### config.mk
export PLATFORM = sky130hd
export DESIGN_NAME = bma_ctrl
export DESIGN_NICKNAME = d
export VERILOG_FILES = /design/src/hdl/bma_pkg.sv /design/src/hdl/bma_bit_timer.sv /design/src/hdl/bma_ctrl.sv
export VERILOG_INCLUDE_DIRS = /design/src /design/src/hdl
export SDC_FILE = /design/constraint.sdc
export NUM_CORES = 1
export LEC_CHECK = 0
export BUFFER_PORTS_ARGS = -buffer_cell sky130_fd_sc_hd__buf_2
export CAP_MARGIN = 25
export CORE_MARGIN = 2
export CORE_UTILIZATION = 49
export DETAILED_ROUTE_END_ITERATION = 7
export GPL_ROUTABILITY_DRIVEN = 0
export MAX_ROUTING_LAYER = met4
export PLACE_DENSITY = 0.78
export SKIP_CTS_REPAIR_TIMING = 1
export SYNTH_ARGS = -nofsm -noshare
export SYNTH_HDL_FRONTEND = slang
export SYNTH_SLANG_ARGS = --single-unit
### constraint.sdc
create_clock -name ref_clk -period 1.8 [get_ports ref_clk]
set_input_delay 0.27 -clock ref_clk [delete_from_list [all_inputs] [get_ports ref_clk]]
set_output_delay 0.27 -clock ref_clk [all_outputs]
set_load 0.05 [all_outputs]
### src/hdl/bma_cfg.svh
`ifndef BMA_CFG_SVH
`define BMA_CFG_SVH

// Register byte offsets on the AXI4-Lite slave.
`define BMA_REG_CTRL        8'h00
`define BMA_REG_ADDR        8'h04
`define BMA_REG_REP         8'h08
`define BMA_REG_CFG         8'h0c
`define BMA_REG_STAT        8'h10
`define BMA_ADDR_LSB        2
`define BMA_ADDR_MSB        7

// Command bits of the control register (write one to issue).
`define BMA_CTRL_RESET      0
`define BMA_CTRL_MONITOR    1
`define BMA_CTRL_BUSY_ON    2
`define BMA_CTRL_BUSY_OFF   3
`define BMA_CTRL_HOST_ACK   4

// Set-repetition byte fields and the reset limit.
`define BMA_REP_BUSY_LSB    4
`define BMA_REP_NEGATIVE_BUS_ACK_LSB    0
`define BMA_REP_DEFAULT     3'h3

// Feature bits of the configure register.
`define BMA_CFG_MARK        0
`define BMA_CFG_CRC         1
`define BMA_CFG_POLL        2

// Configuration-status indication layout.
`define BMA_IND_BASE        8'h01
`define BMA_IND_MARK        2
`define BMA_IND_CRC         3
`define BMA_IND_POLL        4
`define BMA_IND_AA          5
`define BMA_IND_BUSY        6

// Acknowledge kinds reported by the transmit path.
`define BMA_ACKK_POS        2'h0
`define BMA_ACKK_BUSY       2'h1
`define BMA_ACKK_NEGATIVE_BUS_ACK       2'h2

// Acknowledge bytes placed on the bus.
`define BMA_ACK_POS         8'hcc
`define BMA_ACK_NEGATIVE_BUS_ACK        8'h0c
`define BMA_ACK_BUSY        8'hc0

// Timing, in nanoseconds and bit times.
`define BMA_CLK_NS          10
`define BMA_BIT_NS          104167
`define BMA_BIT_CYCLES      (`BMA_BIT_NS / `BMA_CLK_NS)
`define BMA_BUSY_GAP_BITS   8'd150
`define BMA_NEGATIVE_BUS_ACK_GAP_BITS   8'd50
`define BMA_ACK_TMO_BITS    8'd30

// Bus responses.
`define BMA_RESP_OKAY       2'h0
`define BMA_RESP_SLVERR     2'h2

`endif

### src/hdl/bma_pkg.sv
package bma_pkg;
    typedef enum logic [2:0] {
        TX_IDLE,
        TX_SENDING,
        TX_WAIT_ACK,
        TX_WAIT_GAP
    } bma_tx_state_t;
endpackage

### src/hdl/bma_bit_timer.sv
`timescale 1ns/1ns
`default_nettype none
`include "bma_cfg.svh"

module bma_bit_timer #(
    parameter int BIT_CYCLES = `BMA_BIT_CYCLES
) (
    // Clock and reset.
    input  wire logic       ref_clk,
    input  wire logic       rst,
    // Bus idle pin.
    input  wire logic       bus_idle_pin,
    // Timing outputs.
    output logic            bus_idle,
    output logic            bit_tick,
    output logic [7:0]      idle_bits
);
    logic        idle_meta_q;
    logic [15:0] div_q;

    always_ff @(posedge ref_clk) begin
        if (rst) begin
            idle_meta_q <= 1'b0;
            bus_idle    <= 1'b0;
        end else begin
            idle_meta_q <= bus_idle_pin;
            bus_idle    <= idle_meta_q;
        end
    end

    // The divider restarts when the bus goes busy, so idle bit counts are whole bits.
    always_ff @(posedge ref_clk) begin
        if (rst || !bus_idle) begin
            div_q    <= 16'h0000;
            bit_tick <= 1'b0;
        end else if (div_q == 16'(BIT_CYCLES - 1)) begin
            div_q    <= 16'h0000;
            bit_tick <= 1'b1;
        end else begin
            div_q    <= div_q + 16'h0001;
            bit_tick <= 1'b0;
        end
    end

    always_ff @(posedge ref_clk) begin
        if (rst || !bus_idle) begin
            idle_bits <= 8'h00;
        end else if (bit_tick && idle_bits != 8'hff) begin
            idle_bits <= idle_bits + 8'h01;
        end
    end
endmodule
`default_nettype wire

### src/hdl/bma_ctrl.sv
// Operation
// [RULE1] Bus monitor mode forwards every received bus byte to host, unfiltered.
// [RULE2] In bus monitor mode acknowledge bytes also go to the host unchanged.
// [RULE3] Bus monitor mode lasts until the reset service; nothing else leaves it.
// [RULE4] Set-address stores the individual address and switches auto-acknowledge on.
// [RULE5] Auto-acknowledge answers positive for own individual or group destination frames.
// [RULE6] An error in such a received frame gives a negative acknowledge instead.
// [RULE7] A repeated set-address only overwrites the stored address.
// [RULE8] Turning auto-acknowledge on sends the configuration-status indication to the host.
// [RULE9] Set-address accepted anytime; address and auto-acknowledge apply at bus idle.
// [RULE10] Auto-acknowledge stays on until the reset service.
// [RULE11] The dummy byte of set-address is ignored.
// [RULE12] Two retry limits, busy and negative, both 3 after reset.
// [RULE13] After busy acknowledge resend after 150 idle bit times, within busy limit.
// [RULE14] Busy acknowledge after the last retry gives a negative data confirmation.
// [RULE15] No acknowledge within 30 bit times after a frame is a timeout.
// [RULE16] Negative, invalid acknowledge or timeout resends after 50 idle bits, within limit.
// [RULE17] Exhausted retry limit stops resending and returns negative confirmation.
// [RULE18] Set-repetition carries a 3-bit busy count and a 3-bit negative count.
// [RULE19] Host keeps bits 3 and 7 of the second set-repetition byte zero.
// [RULE20] Status indication reports busy flag: set by busy-on, cleared by busy-off or ack; the code ignores busy-on while auto-acknowledge is off.
// [RULE21] Status indication reports auto-ack, auto-poll, checksum and marker flags.
// [RULE22] Outside bus monitor mode acknowledge bytes are withheld from the host.
// [RULE23] Busy mode with auto-acknowledge answers own-address frames with busy acknowledge.
// [RULE24] Both retry counters reload from the limits at each new host transmission.
// [RULE25] Retry limits change only by set-repetition or the reset service.
`timescale 1ns/1ns
`default_nettype none
`include "bma_cfg.svh"

module bma_ctrl #(
    parameter int BIT_CYCLES = `BMA_BIT_CYCLES
) (
    // Clock and reset.
    input  wire logic        ref_clk,
    input  wire logic        rst,
    // AXI4-Lite write address and data.
    input  wire logic        s_axi_awvalid,
    output logic             s_axi_awready,
    input  wire logic [7:0]  s_axi_awaddr,
    input  wire logic        s_axi_wvalid,
    output logic             s_axi_wready,
    input  wire logic [31:0] s_axi_wdata,
    input  wire logic [3:0]  s_axi_wstrb,
    // AXI4-Lite write response.
    output logic             s_axi_bvalid,
    input  wire logic        s_axi_bready,
    output logic [1:0]       s_axi_bresp,
    // AXI4-Lite read.
    input  wire logic        s_axi_arvalid,
    output logic             s_axi_arready,
    input  wire logic [7:0]  s_axi_araddr,
    output logic             s_axi_rvalid,
    input  wire logic        s_axi_rready,
    output logic [31:0]      s_axi_rdata,
    output logic [1:0]       s_axi_rresp,
    // Bus receive path.
    input  wire logic        bus_idle_pin,
    input  wire logic        rx_byte_valid,
    input  wire logic [7:0]  rx_byte,
    input  wire logic        rx_is_ack,
    input  wire logic        rx_frame_end,
    input  wire logic [15:0] rx_dest_addr,
    input  wire logic        rx_dest_group,
    input  wire logic        rx_frame_error,
    // Bus acknowledge output.
    output logic             ack_valid,
    output logic [7:0]       ack_byte,
    // Bus transmit path.
    input  wire logic        tx_start,
    input  wire logic        tx_frame_done,
    input  wire logic        tx_ack_valid,
    input  wire logic [1:0]  tx_ack_kind,
    output logic             tx_repeat,
    // Host service output.
    output logic             host_byte_valid,
    output logic [7:0]       host_byte,
    output logic             cfg_ind_valid,
    output logic [7:0]       cfg_ind_byte,
    output logic             con_valid,
    output logic             con_positive
);
    localparam int NREG = 5;

    function automatic logic [2:0] reg_index(input logic [7:0] a);
        if (a == `BMA_REG_CTRL) begin
            reg_index = 3'h0;
        end else if (a == `BMA_REG_ADDR) begin
            reg_index = 3'h1;
        end else if (a == `BMA_REG_REP) begin
            reg_index = 3'h2;
        end else if (a == `BMA_REG_CFG) begin
            reg_index = 3'h3;
        end else if (a == `BMA_REG_STAT) begin
            reg_index = 3'h4;
        end else begin
            reg_index = 3'h7;
        end
    endfunction

    logic        bus_idle;
    logic        bit_tick;
    logic [7:0]  idle_bits;

    bma_bit_timer #(.BIT_CYCLES(BIT_CYCLES)) u_timer (
        .ref_clk      (ref_clk),
        .rst          (rst),
        .bus_idle_pin (bus_idle_pin),
        .bus_idle     (bus_idle),
        .bit_tick     (bit_tick),
        .idle_bits    (idle_bits)
    );

    // Register slave.
    logic        aw_have_q;
    logic        w_have_q;
    logic [7:0]  aw_addr_q;
    logic [31:0] w_data_q;
    logic [3:0]  w_strb_q;
    logic        wr_en;
    logic [2:0]  wr_idx;

    assign wr_en  = aw_have_q && w_have_q && !s_axi_bvalid;
    assign wr_idx = reg_index(aw_addr_q);

    always_ff @(posedge ref_clk) begin
        if (rst) begin
            aw_have_q     <= 1'b0;
            w_have_q      <= 1'b0;
            s_axi_awready <= 1'b0;
            s_axi_wready  <= 1'b0;
            s_axi_bvalid  <= 1'b0;
            s_axi_bresp   <= `BMA_RESP_OKAY;
            aw_addr_q     <= 8'h00;
            w_data_q      <= 32'h0000_0000;
            w_strb_q      <= 4'h0;
        end else begin
            if (s_axi_awvalid && s_axi_awready) begin
                aw_have_q     <= 1'b1;
                aw_addr_q     <= s_axi_awaddr;
                s_axi_awready <= 1'b0;
            end else if (!aw_have_q) begin
                s_axi_awready <= 1'b1;
            end
            if (s_axi_wvalid && s_axi_wready) begin
                w_have_q     <= 1'b1;
                w_data_q     <= s_axi_wdata;
                w_strb_q     <= s_axi_wstrb;
                s_axi_wready <= 1'b0;
            end else if (!w_have_q) begin
                s_axi_wready <= 1'b1;
            end
            if (wr_en) begin
                s_axi_bvalid <= 1'b1;
                s_axi_bresp  <= (wr_idx == 3'h7) ? `BMA_RESP_SLVERR : `BMA_RESP_OKAY;
            end else if (s_axi_bvalid && s_axi_bready) begin
                s_axi_bvalid <= 1'b0;
                aw_have_q    <= 1'b0;
                w_have_q     <= 1'b0;
            end
        end
    end

    // Write pulses of each command, lane 0 must be enabled.
    logic       wr_ok;
    logic [7:0] cmd;
    assign wr_ok = wr_en && w_strb_q[0];
    assign cmd   = (wr_ok && wr_idx == 3'h0) ? w_data_q[7:0] : 8'h00;

    logic soft_rst;
    assign soft_rst = rst || cmd[`BMA_CTRL_RESET];

    // Mode and feature state.
    logic        monitor_q;
    logic        aa_q;
    logic        busy_q;
    logic [2:0]  feat_q;
    logic        addr_pend_q;
    logic [15:0] addr_new_q;
    logic [15:0] addr_q;
    logic [2:0]  lim_busy_q;
    logic [2:0]  lim_negative_bus_ack_q;

    always_ff @(posedge ref_clk) begin
        if (soft_rst) begin
            monitor_q <= 1'b0;
        end else if (cmd[`BMA_CTRL_MONITOR]) begin
            monitor_q <= 1'b1; // RULE3
        end
    end

    always_ff @(posedge ref_clk) begin
        if (soft_rst) begin
            busy_q <= 1'b0;
        end else if (cmd[`BMA_CTRL_BUSY_OFF] || cmd[`BMA_CTRL_HOST_ACK]) begin
            busy_q <= 1'b0; // RULE20
        end else if (cmd[`BMA_CTRL_BUSY_ON] && aa_q) begin
            busy_q <= 1'b1; // RULE20
        end
    end

    always_ff @(posedge ref_clk) begin
        if (soft_rst) begin
            feat_q <= 3'h0;
        end else if (wr_ok && wr_idx == 3'h3) begin
            feat_q <= feat_q | w_data_q[2:0];
        end
    end

    // The request is parked until the bus is idle; the dummy byte lane is never read.
    always_ff @(posedge ref_clk) begin
        if (soft_rst) begin
            addr_pend_q <= 1'b0;
            addr_new_q  <= 16'h0000;
            addr_q      <= 16'h0000;
            aa_q        <= 1'b0;
        end else if (wr_ok && w_strb_q[1] && wr_idx == 3'h1) begin
            addr_pend_q <= 1'b1; // RULE9
            addr_new_q  <= w_data_q[15:0]; // RULE11
        end else if (addr_pend_q && bus_idle) begin
            addr_pend_q <= 1'b0;
            addr_q      <= addr_new_q; // RULE4 RULE7
            aa_q        <= 1'b1; // RULE4 RULE10
        end
    end

    always_ff @(posedge ref_clk) begin
        if (soft_rst) begin
            lim_busy_q <= `BMA_REP_DEFAULT; // RULE12
            lim_negative_bus_ack_q <= `BMA_REP_DEFAULT; // RULE12
        end else if (wr_ok && wr_idx == 3'h2) begin
            lim_busy_q <= w_data_q[`BMA_REP_BUSY_LSB +: 3]; // RULE18 RULE25
            lim_negative_bus_ack_q <= w_data_q[`BMA_REP_NEGATIVE_BUS_ACK_LSB +: 3]; // RULE18 RULE25
        end
    end

    // Configuration-status indication on auto-acknowledge activation.
    logic [7:0] ind_now;
    always_comb begin
        ind_now = `BMA_IND_BASE;
        ind_now[`BMA_IND_BUSY] = busy_q; // RULE20
        ind_now[`BMA_IND_AA]   = 1'b1; // RULE21
        ind_now[`BMA_IND_POLL] = feat_q[`BMA_CFG_POLL]; // RULE21
        ind_now[`BMA_IND_CRC]  = feat_q[`BMA_CFG_CRC]; // RULE21
        ind_now[`BMA_IND_MARK] = feat_q[`BMA_CFG_MARK]; // RULE21
    end

    always_ff @(posedge ref_clk) begin
        if (soft_rst) begin
            cfg_ind_valid <= 1'b0;
            cfg_ind_byte  <= 8'h00;
        end else begin
            cfg_ind_valid <= addr_pend_q && bus_idle && !aa_q; // RULE8
            if (addr_pend_q && bus_idle && !aa_q) begin
                cfg_ind_byte <= ind_now; // RULE8
            end
        end
    end

    a_aa_notify: assert property (@(posedge ref_clk) disable iff (soft_rst) // RULE8
        $rose(aa_q) |-> cfg_ind_valid && cfg_ind_byte[`BMA_IND_AA])
        else $error("auto-ack activation not indicated");
    a_aa_sticky: assert property (@(posedge ref_clk) disable iff (soft_rst) // RULE10
        aa_q |=> aa_q)
        else $error("auto-ack dropped without reset");
    a_aa_idle: assert property (@(posedge ref_clk) disable iff (soft_rst) // RULE9
        $changed(addr_q) && aa_q |-> $past(bus_idle))
        else $error("address applied while bus busy");

    // Forwarding of received bytes to the host.
    always_ff @(posedge ref_clk) begin
        if (soft_rst) begin
            host_byte_valid <= 1'b0;
            host_byte       <= 8'h00;
        end else begin
            host_byte_valid <= rx_byte_valid && (monitor_q || !rx_is_ack); // RULE1 RULE2 RULE22
            if (rx_byte_valid) begin
                host_byte <= rx_byte; // RULE1 RULE2
            end
        end
    end

    a_mon_fwd: assert property (@(posedge ref_clk) disable iff (soft_rst) // RULE1
        monitor_q && rx_byte_valid |=> host_byte_valid && host_byte == $past(rx_byte))
        else $error("monitor byte not forwarded");
    a_ack_withheld: assert property (@(posedge ref_clk) disable iff (soft_rst) // RULE22
        !monitor_q && rx_byte_valid && rx_is_ack |=> !host_byte_valid)
        else $error("ack byte leaked outside monitor mode");

    // Automatic acknowledge of received frames; monitor mode only listens.
    logic own_hit;
    assign own_hit = rx_dest_addr == addr_q && !rx_dest_group;

    always_ff @(posedge ref_clk) begin
        if (soft_rst) begin
            ack_valid <= 1'b0;
            ack_byte  <= 8'h00;
        end else begin
            ack_valid <= 1'b0;
            if (rx_frame_end && aa_q && !monitor_q && (own_hit || rx_dest_group)) begin // RULE5
                ack_valid <= 1'b1;
                if (rx_frame_error) begin
                    ack_byte <= `BMA_ACK_NEGATIVE_BUS_ACK; // RULE6
                end else if (busy_q && own_hit) begin
                    ack_byte <= `BMA_ACK_BUSY; // RULE23
                end else begin
                    ack_byte <= `BMA_ACK_POS; // RULE5
                end
            end
        end
    end

    a_ack_err: assert property (@(posedge ref_clk) disable iff (soft_rst) // RULE6
        rx_frame_end && aa_q && !monitor_q && (own_hit || rx_dest_group) && rx_frame_error
        |=> ack_valid && ack_byte == `BMA_ACK_NEGATIVE_BUS_ACK)
        else $error("erroneous frame not negatively acknowledged");

    // Transmit retry engine.
    bma_pkg::bma_tx_state_t tx_state_q;
    logic [2:0] busy_cnt_q;
    logic [2:0] negative_bus_ack_cnt_q;
    logic [7:0] gap_q;
    logic [7:0] tmo_q;
    logic       ack_busy;
    logic       ack_pos;
    logic       timeout;

    assign ack_pos  = tx_ack_valid && tx_ack_kind == `BMA_ACKK_POS;
    assign ack_busy = tx_ack_valid && tx_ack_kind == `BMA_ACKK_BUSY;
    assign timeout  = !tx_ack_valid && tmo_q == `BMA_ACK_TMO_BITS; // RULE15

    always_ff @(posedge ref_clk) begin
        if (soft_rst || tx_state_q != bma_pkg::TX_WAIT_ACK) begin
            tmo_q <= 8'h00;
        end else if (bit_tick) begin
            tmo_q <= tmo_q + 8'h01; // RULE15
        end
    end

    always_ff @(posedge ref_clk) begin
        if (soft_rst) begin
            tx_state_q   <= bma_pkg::TX_IDLE;
            busy_cnt_q   <= 3'h0;
            negative_bus_ack_cnt_q   <= 3'h0;
            gap_q        <= 8'h00;
            tx_repeat    <= 1'b0;
            con_valid    <= 1'b0;
            con_positive <= 1'b0;
        end else begin
            tx_repeat <= 1'b0;
            con_valid <= 1'b0;
            case (tx_state_q)
                bma_pkg::TX_IDLE: begin
                    if (tx_start) begin
                        busy_cnt_q <= lim_busy_q; // RULE24
                        negative_bus_ack_cnt_q <= lim_negative_bus_ack_q; // RULE24
                        tx_state_q <= bma_pkg::TX_SENDING;
                    end
                end
                bma_pkg::TX_SENDING: begin
                    if (tx_frame_done) begin
                        tx_state_q <= bma_pkg::TX_WAIT_ACK;
                    end
                end
                bma_pkg::TX_WAIT_ACK: begin
                    if (ack_pos) begin
                        con_valid    <= 1'b1;
                        con_positive <= 1'b1;
                        tx_state_q   <= bma_pkg::TX_IDLE;
                    end else if (ack_busy) begin
                        if (busy_cnt_q == 3'h0) begin
                            con_valid    <= 1'b1; // RULE14 RULE17
                            con_positive <= 1'b0;
                            tx_state_q   <= bma_pkg::TX_IDLE;
                        end else begin
                            busy_cnt_q <= busy_cnt_q - 3'h1;
                            gap_q      <= `BMA_BUSY_GAP_BITS; // RULE13
                            tx_state_q <= bma_pkg::TX_WAIT_GAP;
                        end
                    end else if (tx_ack_valid || timeout) begin
                        if (negative_bus_ack_cnt_q == 3'h0) begin
                            con_valid    <= 1'b1; // RULE17
                            con_positive <= 1'b0;
                            tx_state_q   <= bma_pkg::TX_IDLE;
                        end else begin
                            negative_bus_ack_cnt_q <= negative_bus_ack_cnt_q - 3'h1;
                            gap_q      <= `BMA_NEGATIVE_BUS_ACK_GAP_BITS; // RULE16
                            tx_state_q <= bma_pkg::TX_WAIT_GAP;
                        end
                    end
                end
                bma_pkg::TX_WAIT_GAP: begin
                    if (bus_idle && idle_bits >= gap_q) begin
                        tx_repeat  <= 1'b1; // RULE13 RULE16
                        tx_state_q <= bma_pkg::TX_SENDING;
                    end
                end
                default: begin
                    tx_state_q <= bma_pkg::TX_IDLE;
                end
            endcase
        end
    end

    a_rep_gap: assert property (@(posedge ref_clk) disable iff (soft_rst) // RULE16
        $rose(tx_repeat) |-> $past(idle_bits) >= `BMA_NEGATIVE_BUS_ACK_GAP_BITS && $past(bus_idle))
        else $error("frame repeated without idle gap");
    a_busy_last: assert property (@(posedge ref_clk) disable iff (soft_rst) // RULE14
        tx_state_q == bma_pkg::TX_WAIT_ACK && ack_busy && busy_cnt_q == 3'h0
        |=> con_valid && !con_positive ##1 !con_valid)
        else $error("no negative confirmation after busy retries");
    a_tmo_retry: assert property (@(posedge ref_clk) disable iff (soft_rst) // RULE15
        tx_state_q == bma_pkg::TX_WAIT_ACK && timeout && negative_bus_ack_cnt_q != 3'h0
        |=> tx_state_q == bma_pkg::TX_WAIT_GAP && gap_q == `BMA_NEGATIVE_BUS_ACK_GAP_BITS)
        else $error("timeout not treated as negative ack");
    a_reload: assert property (@(posedge ref_clk) disable iff (soft_rst) // RULE24
        tx_state_q == bma_pkg::TX_IDLE && tx_start
        |=> busy_cnt_q == $past(lim_busy_q) && negative_bus_ack_cnt_q == $past(lim_negative_bus_ack_q))
        else $error("retry counters not reloaded");

    // Register read.
    logic [31:0] rd_word;
    logic [2:0]  rd_idx;
    assign rd_idx = reg_index(s_axi_araddr);

    always_comb begin
        rd_word = 32'h0000_0000;
        if (rd_idx == 3'h1) begin
            rd_word[15:0] = addr_q;
        end else if (rd_idx == 3'h2) begin
            rd_word[`BMA_REP_BUSY_LSB +: 3] = lim_busy_q;
            rd_word[`BMA_REP_NEGATIVE_BUS_ACK_LSB +: 3] = lim_negative_bus_ack_q;
        end else if (rd_idx == 3'h3) begin
            rd_word[2:0] = feat_q;
        end else if (rd_idx == 3'h4) begin
            rd_word[7:0]   = aa_q ? ind_now : (ind_now & ~(8'h01 << `BMA_IND_AA));
            rd_word[8]     = monitor_q;
            rd_word[9]     = addr_pend_q;
            rd_word[12:10] = tx_state_q;
            rd_word[15:13] = busy_cnt_q;
            rd_word[18:16] = negative_bus_ack_cnt_q;
        end
    end

    always_ff @(posedge ref_clk) begin
        if (rst) begin
            s_axi_arready <= 1'b0;
            s_axi_rvalid  <= 1'b0;
            s_axi_rdata   <= 32'h0000_0000;
            s_axi_rresp   <= `BMA_RESP_OKAY;
        end else if (s_axi_arvalid && s_axi_arready) begin
            s_axi_arready <= 1'b0;
            s_axi_rvalid  <= 1'b1;
            s_axi_rdata   <= rd_word;
            s_axi_rresp   <= (rd_idx == 3'h7) ? `BMA_RESP_SLVERR : `BMA_RESP_OKAY;
        end else if (s_axi_rvalid && s_axi_rready) begin
            s_axi_rvalid  <= 1'b0;
        end else if (!s_axi_rvalid) begin
            s_axi_arready <= 1'b1;
        end
    end
endmodule
`default_nettype wire

# Word level (Yosys, flattened, before mapping)
# Cells that the tools add are included.
# word_totals
ff_bits	181
input_bits	94
output_inout_bits	71
elab_cells	236
# op_classes
add_sub_neg	5
n_lt_le_gt_ge	1
n_eq_ne	39
muxes	74
bitwise_logic	7
reduce_logical	69
# ops
operator	count
3-bit 2-to-1 mux	27
8-bit 2-to-1 mux	5
8-bit by 4-bit == test with 1-bit output (second input constant)	4
16-bit 2-to-1 mux	2
1-bit logical AND	27
1-bit 2-to-1 mux	26
8-bit by 5-bit == test with 1-bit output (second input constant)	3
2-bit inequality test (second input constant)	11
19-bit 2-to-1 mux	1
3-bit by 2-bit == test with 1-bit output (second input constant)	6
16-bit by 1-bit adder with 16-bit output (second input constant)	1
8-bit by 1-bit adder with 8-bit output (second input constant)	2
16-bit by 14-bit == test with 1-bit output (second input constant)	1
16-bit == test	1
8-bit by 3-bit == test with 1-bit output (second input constant)	2
8-bit zero test	2
2-bit OR reduction	7
3-bit zero test	4
12-bit 2-to-1 mux	1
2-bit 2-to-1 mux	6
3-bit one-hot mux with 2 select lines	2
3-bit one-hot mux with 4 select lines	1
5-bit AND reduction	2
2-bit nonzero test	5
21 further kinds	46

# Depth between registers and ports, before layout
# depth
depth_word	11
mapped_depth	8
depth_no_buf	7

# Hierarchy
# Synthesis repeated with hierarchy kept, for this count alone.
# unflattened
cells_unflattened	819
area_unflattened_um2	7277.0
# modules_own_cells
module	instances	cells_each	area_per_inst_um2	seq_area_each_um2
bma_ctrl	1	694	6107.1	2782.7
bma_bit_timer	1	125	1169.9	540.5

# Least setup slack after synthesis
# No wires, ideal clock.
# synth_timing
path_type	reg2reg
startpoint	register s_axi_bvalid
endpoint	register addr_q[0]
setup_time_ps	117
arrival_time_ps	1876
t_required_ps	1683
path_slack_ps	-193
stages_incl_launch_ff	7
path_buffers	1
synth_period_minus_slack_ps	1993
path_cell_list	dfxtp_1 > nand3b_1 > nor4_4 > a21oi_2 > buf_6 > mux2i_1 > nor2_1
# synth_via
elab_chain_cells	7
elab_cells_between_ends	10
classes_between	mux (1); bitwise (1); reduce/logical (8)
# synth_lines
item	line_no	source
start: declaration	bma_ctrl.sv:46	output logic s_axi_bvalid,
start signal: assignment	bma_ctrl.sv:132	s_axi_bvalid <= 1'b0;
start signal: assignment	bma_ctrl.sv:154	s_axi_bvalid <= 1'b1;
start signal: assignment	bma_ctrl.sv:157	s_axi_bvalid <= 1'b0;
1-bit zero test (*)	bma_ctrl.sv:123	assign wr_en = aw_have_q && w_have_q && !s_axi_bvalid;
1-bit logical AND (*)	bma_ctrl.sv:123	
1-bit logical AND (*)	bma_ctrl.sv:167	assign wr_ok = wr_en && w_strb_q[0];
1-bit logical AND (2 in series)	bma_ctrl.sv:217	end else if (wr_ok && w_strb_q[1] && wr_idx == 3'h1) begin
1-bit inverter (no source line)	--	
2-bit AND reduction (no source line)	--	
end signal: assignment	bma_ctrl.sv:222	addr_q <= addr_new_q;
end: declaration	bma_ctrl.sv:180	logic [15:0] addr_q;
# Mark *: on every way between the ends. The rest lies on a longest branch, timed or not.
# A chain may end at the register's enable or synchronous reset.

# Worst setup path after layout
# layout_timing
startpoint	register aw_addr_q[6]
endpoint	register busy_q
# layout_via
elab_chain_cells	11
elab_cells_between_ends	17
classes_between	eq/ne (4); mux (6); reduce/logical (7)
# layout_lines
item	line_no	source
start: declaration	bma_ctrl.sv:117	logic [7:0] aw_addr_q;
start signal: assignment	bma_ctrl.sv:140	aw_addr_q <= s_axi_awaddr;
8-bit by 5-bit == test with 1-bit output (no source line)	--	
2-bit 2-to-1 mux	bma_ctrl.sv:94	end else if (a == `BMA_REG_STAT) begin
3-bit 2-to-1 mux	bma_ctrl.sv:92	end else if (a == `BMA_REG_CFG) begin
3-bit 2-to-1 mux	bma_ctrl.sv:90	end else if (a == `BMA_REG_REP) begin
3-bit 2-to-1 mux	bma_ctrl.sv:88	end else if (a == `BMA_REG_ADDR) begin
3-bit 2-to-1 mux (*)	bma_ctrl.sv:86	if (a == `BMA_REG_CTRL) begin
3-bit zero test (*)	bma_ctrl.sv:168	assign cmd = (wr_ok && wr_idx == 3'h0) ? w_data_q[7:0] : 8'h00;
1-bit logical AND (*)	bma_ctrl.sv:168	
5-bit 2-to-1 mux (*)	bma_ctrl.sv:168	
1-bit logical OR (on tied branches)	bma_ctrl.sv:171, bma_ctrl.sv:195	
2-bit OR reduction (no source line)	--	
end signal: assignment	bma_ctrl.sv:194	busy_q <= 1'b0;
end signal: assignment	bma_ctrl.sv:196	busy_q <= 1'b0;
end signal: assignment	bma_ctrl.sv:198	busy_q <= 1'b1;
end: declaration	bma_ctrl.sv:176	logic busy_q;
# Marks and branches as above.

==> flow_metrics.py <==
metrics = {
    "cells_and_area": {
        "antenna_cells": 0,
        "drive_gt1_frac": 0.2583,
        "num-nets-final": 1117,
        "multiInputGateArea_um2": 3670,
        "post-route-util": 0.6281,
        "syn_to_final_growth_pct": 26.07,
        "seq_area_um2": 3334,
        "nFillCells": 1215,
    },
    "sta": {
        "finalHoldViolCount": 0,
        "setup_slack_ns": -0.1161,
        "tns_ns": -2.530,
        "worstMarginPinSlew_ns": 0.7413,
        "setup_viol_count_final": 64,
        "rsz0062_at_grt": "yes",
        "min_period_ns": 1.916,
        "drv_slew": 0,
        "post-route-period-util": 1.065,
        "max_freq_mhz": 521.9,
        "slew_headroom": 0.5058,
        "skew_ns": 0.01106,
    },
    "cts": {
        "cts_buffers": 17,
        "clock_sinks": 166,
        "cts_tree": "done",
        "root_buffer": "clkbuf_16",
        "cts.clk_slew.worst_paths_ns": 0.07,
        "cts_max_level": 4,
        "clockBufferDepth": 2,
        "insertion_delay_ns": 0.44,
    },
    "synth": {
        "synthCells": 834,
        "synth_edf_count": 0,
        "synth-seq-cells": 166,
        "synth_ff_type": "dfxtp_1",
        "synth_warnings": 0,
        "ys_top_cells_by_area": "dfxtp_1, nand2_1, a21oi_1, mux2i_1, nor2_1",
        "synth.largest_area_cell": "dfxtp_1",
        "async_reset_ff_frac": 0,
        "yosysMostFrequentCell": "dfxtp_1",
        "yosysSeqAreaShare": 0.4607,
        "synth.distinct_cells": 60,
        "netlist_area_um2": 7213,
        "syn_area_per_cell_um2": 8.649,
        "synth_top_area_frac": 0.4607,
        "yosys-top-cells-count": "dfxtp_1, nand2_1, nor2_1",
    },
    "floorplanning": {
        "rows": 44,
        "dieHeight_um": 125.3,
        "core_area_um2": 14480,
        "ios": 165,
        "die-area_um2": 15710,
        "die_x_um": 125.3,
        "start_util": 0.4982,
    },
    "outcome": {
        "violations": "negative setup slack",
        "status": "complete, but fails checks",
    },
    "critical_path": {
        "timing.rr.end": "busy_q",
        "worstSetupStartpointType": "register",
        "r2r_slack_ns": -0.12,
        "crit_end": "busy_q",
        "worst_setup_path_end_kind": "register",
        "rr_startpoint": "aw_addr_q[6]",
        "r2r_cells": 5,
        "setup.worst_path.start": "aw_addr_q[6]",
        "required_ns": 2.16,
        "path_max_fanout": 4,
        "worst-endpoint-arrival_ns": 2.28,
        "crit_type": "register to register",
    },
    "drt": {
        "ant_nets": 0,
        "drtIter0Drc": 531,
        "dr.pass1.iters": 4,
        "vias": 6370,
        "post_drt_wl_per_cell_um": 15.47,
        "drc": 0,
        "viasPerCell": 5.300,
        "wirelength_um": 18600,
    },
    "global_route": {
        "grt_pass1_wl_um": 29580,
        "overflow": 0,
        "grt_antenna_before_repair": 0,
        "grt_pass1_vias": 6021,
        "grt_max_degree": 51,
        "track_usage": 0.2405,
    },
    "place": {
        "dp.final_hpwl_um": 13290,
        "portBuffers": 125,
        "dp_slack_ns": -0.1730,
    },
    "power_and_ir_drop": {
        "power.density_nw_per_um2": 1013,
        "peakVddDrop_mv": 0.7308,
        "cellLeakagePower_nw": 3.844,
    },
    "worst_hold_path": {
        "min_path_type": "input port to register",
    },
    "flow_run": {
        "drv_cap": 0,
    },
}
worst min-delay path by stage:
stage | startpoint | endpoint | slack, ns | cells past startpoint
finish | bus_idle_pin | u_timer.idle_meta_q | 0.04 | 2
global route | s_axi_wdata[13] | w_data_q[13] | 0.06 | 3
CTS | bus_idle_pin | u_timer.idle_meta_q | 0.03 | 2
detailed placement | addr_new_q[2] | addr_new_q[2] | 0.44 | 2
global placement | con_positive | con_positive | 0.44 | 2
floorplan | bus_idle_pin | u_timer.idle_meta_q | 0.40 | 1
sequential cells by signal, summed over array words and instances (netlist names), 2 cells and up:
register	count
host_byte	8
lim_busy_q	3
u_timer.idle_bits	8
lim_negative_bus_ack_q	3
cfg_ind_byte	5
s_axi_rdata	19
gap_q	3
u_timer.div_q	16
busy_cnt_q	3
w_data_q	16
negative_bus_ack_cnt_q	3
tmo_q	8
w_strb_q	2
addr_new_q	16
tx_state_q	2
feat_q	3
aw_addr_q	8
addr_q	16
ack_byte	2
area by class of cell:
cell class / count / area share
inverter: 19 / 0.007843
clock buffer: 18 / 0.04719
timing repair buffer: 192 / 0.1328
sequential: 166 / 0.3667
clock inverter: 14 / 0.01665
tap: 184 / 0.02532
multi-input combinational: 609 / 0.4035
logic make-up after synthesis:
family | share of synthesized area
AO/OA/AOI/OAI | 0.1101
XOR/XNOR | 0.05221
adder cells (fa/ha/maj) | 0.03122
buffers and inverters | 0.05915
flip-flops | 0.4607
multiplexers | 0.05568
other | 0.0005199
AND/OR/NAND/NOR | 0.2304
routing by layer:
layer,part of all wire,track usage,up-vias
li1,-,-,3145
met1,0.43,0.2957,2974
met2,0.49,0.3977,217
met3,0.059,0.05006,34
met4,0.018,0.07582,0
met5,0,-,-
critical path: stages (launching register included):
cell and delay, ns:
dfxtp_1 0.31, or4_4 0.57, or4_4 0.48, nor3_4 0.22, a31oi_1 0.13, nor3_1 0.13
per-stage QoR:
step           total power [mW]  std cells  instance area, um2  hold slack [ns]
2_1_floorplan             5.073        854                7337           0.3982
3_3_place_gp              5.505       1164                8335           0.4364
3_5_place_dp              5.545       1164                8335           0.4445
4_1_cts                   9.117       1196                8916          0.03100
5_1_grt                   9.572       1202                9094          0.05642
6_report                  9.212       1202                9094          0.04499
where the power goes:
part	leakage, nW	switching [mW]	internal [mW]
registers	1.35	0.113	3.82
clock network	0.286	1.64	1.97
logic	2.21	1.01	0.664
layout by cell type (no fill, tap or decap), types with 15 or more instances in the layout:
master / n
mux2i_1: 39
dfxtp_1: 161
xor2_1: 32
nand3_1: 18
clkbuf_16: 18
a21oi_1: 75
buf_4: 59
buf_2: 125
ha_1: 15
nand2_1: 126
inv_1: 17
nor3_1: 18
nor2_1: 102
conb_1: 21
(Power assumes the default switching activity.)
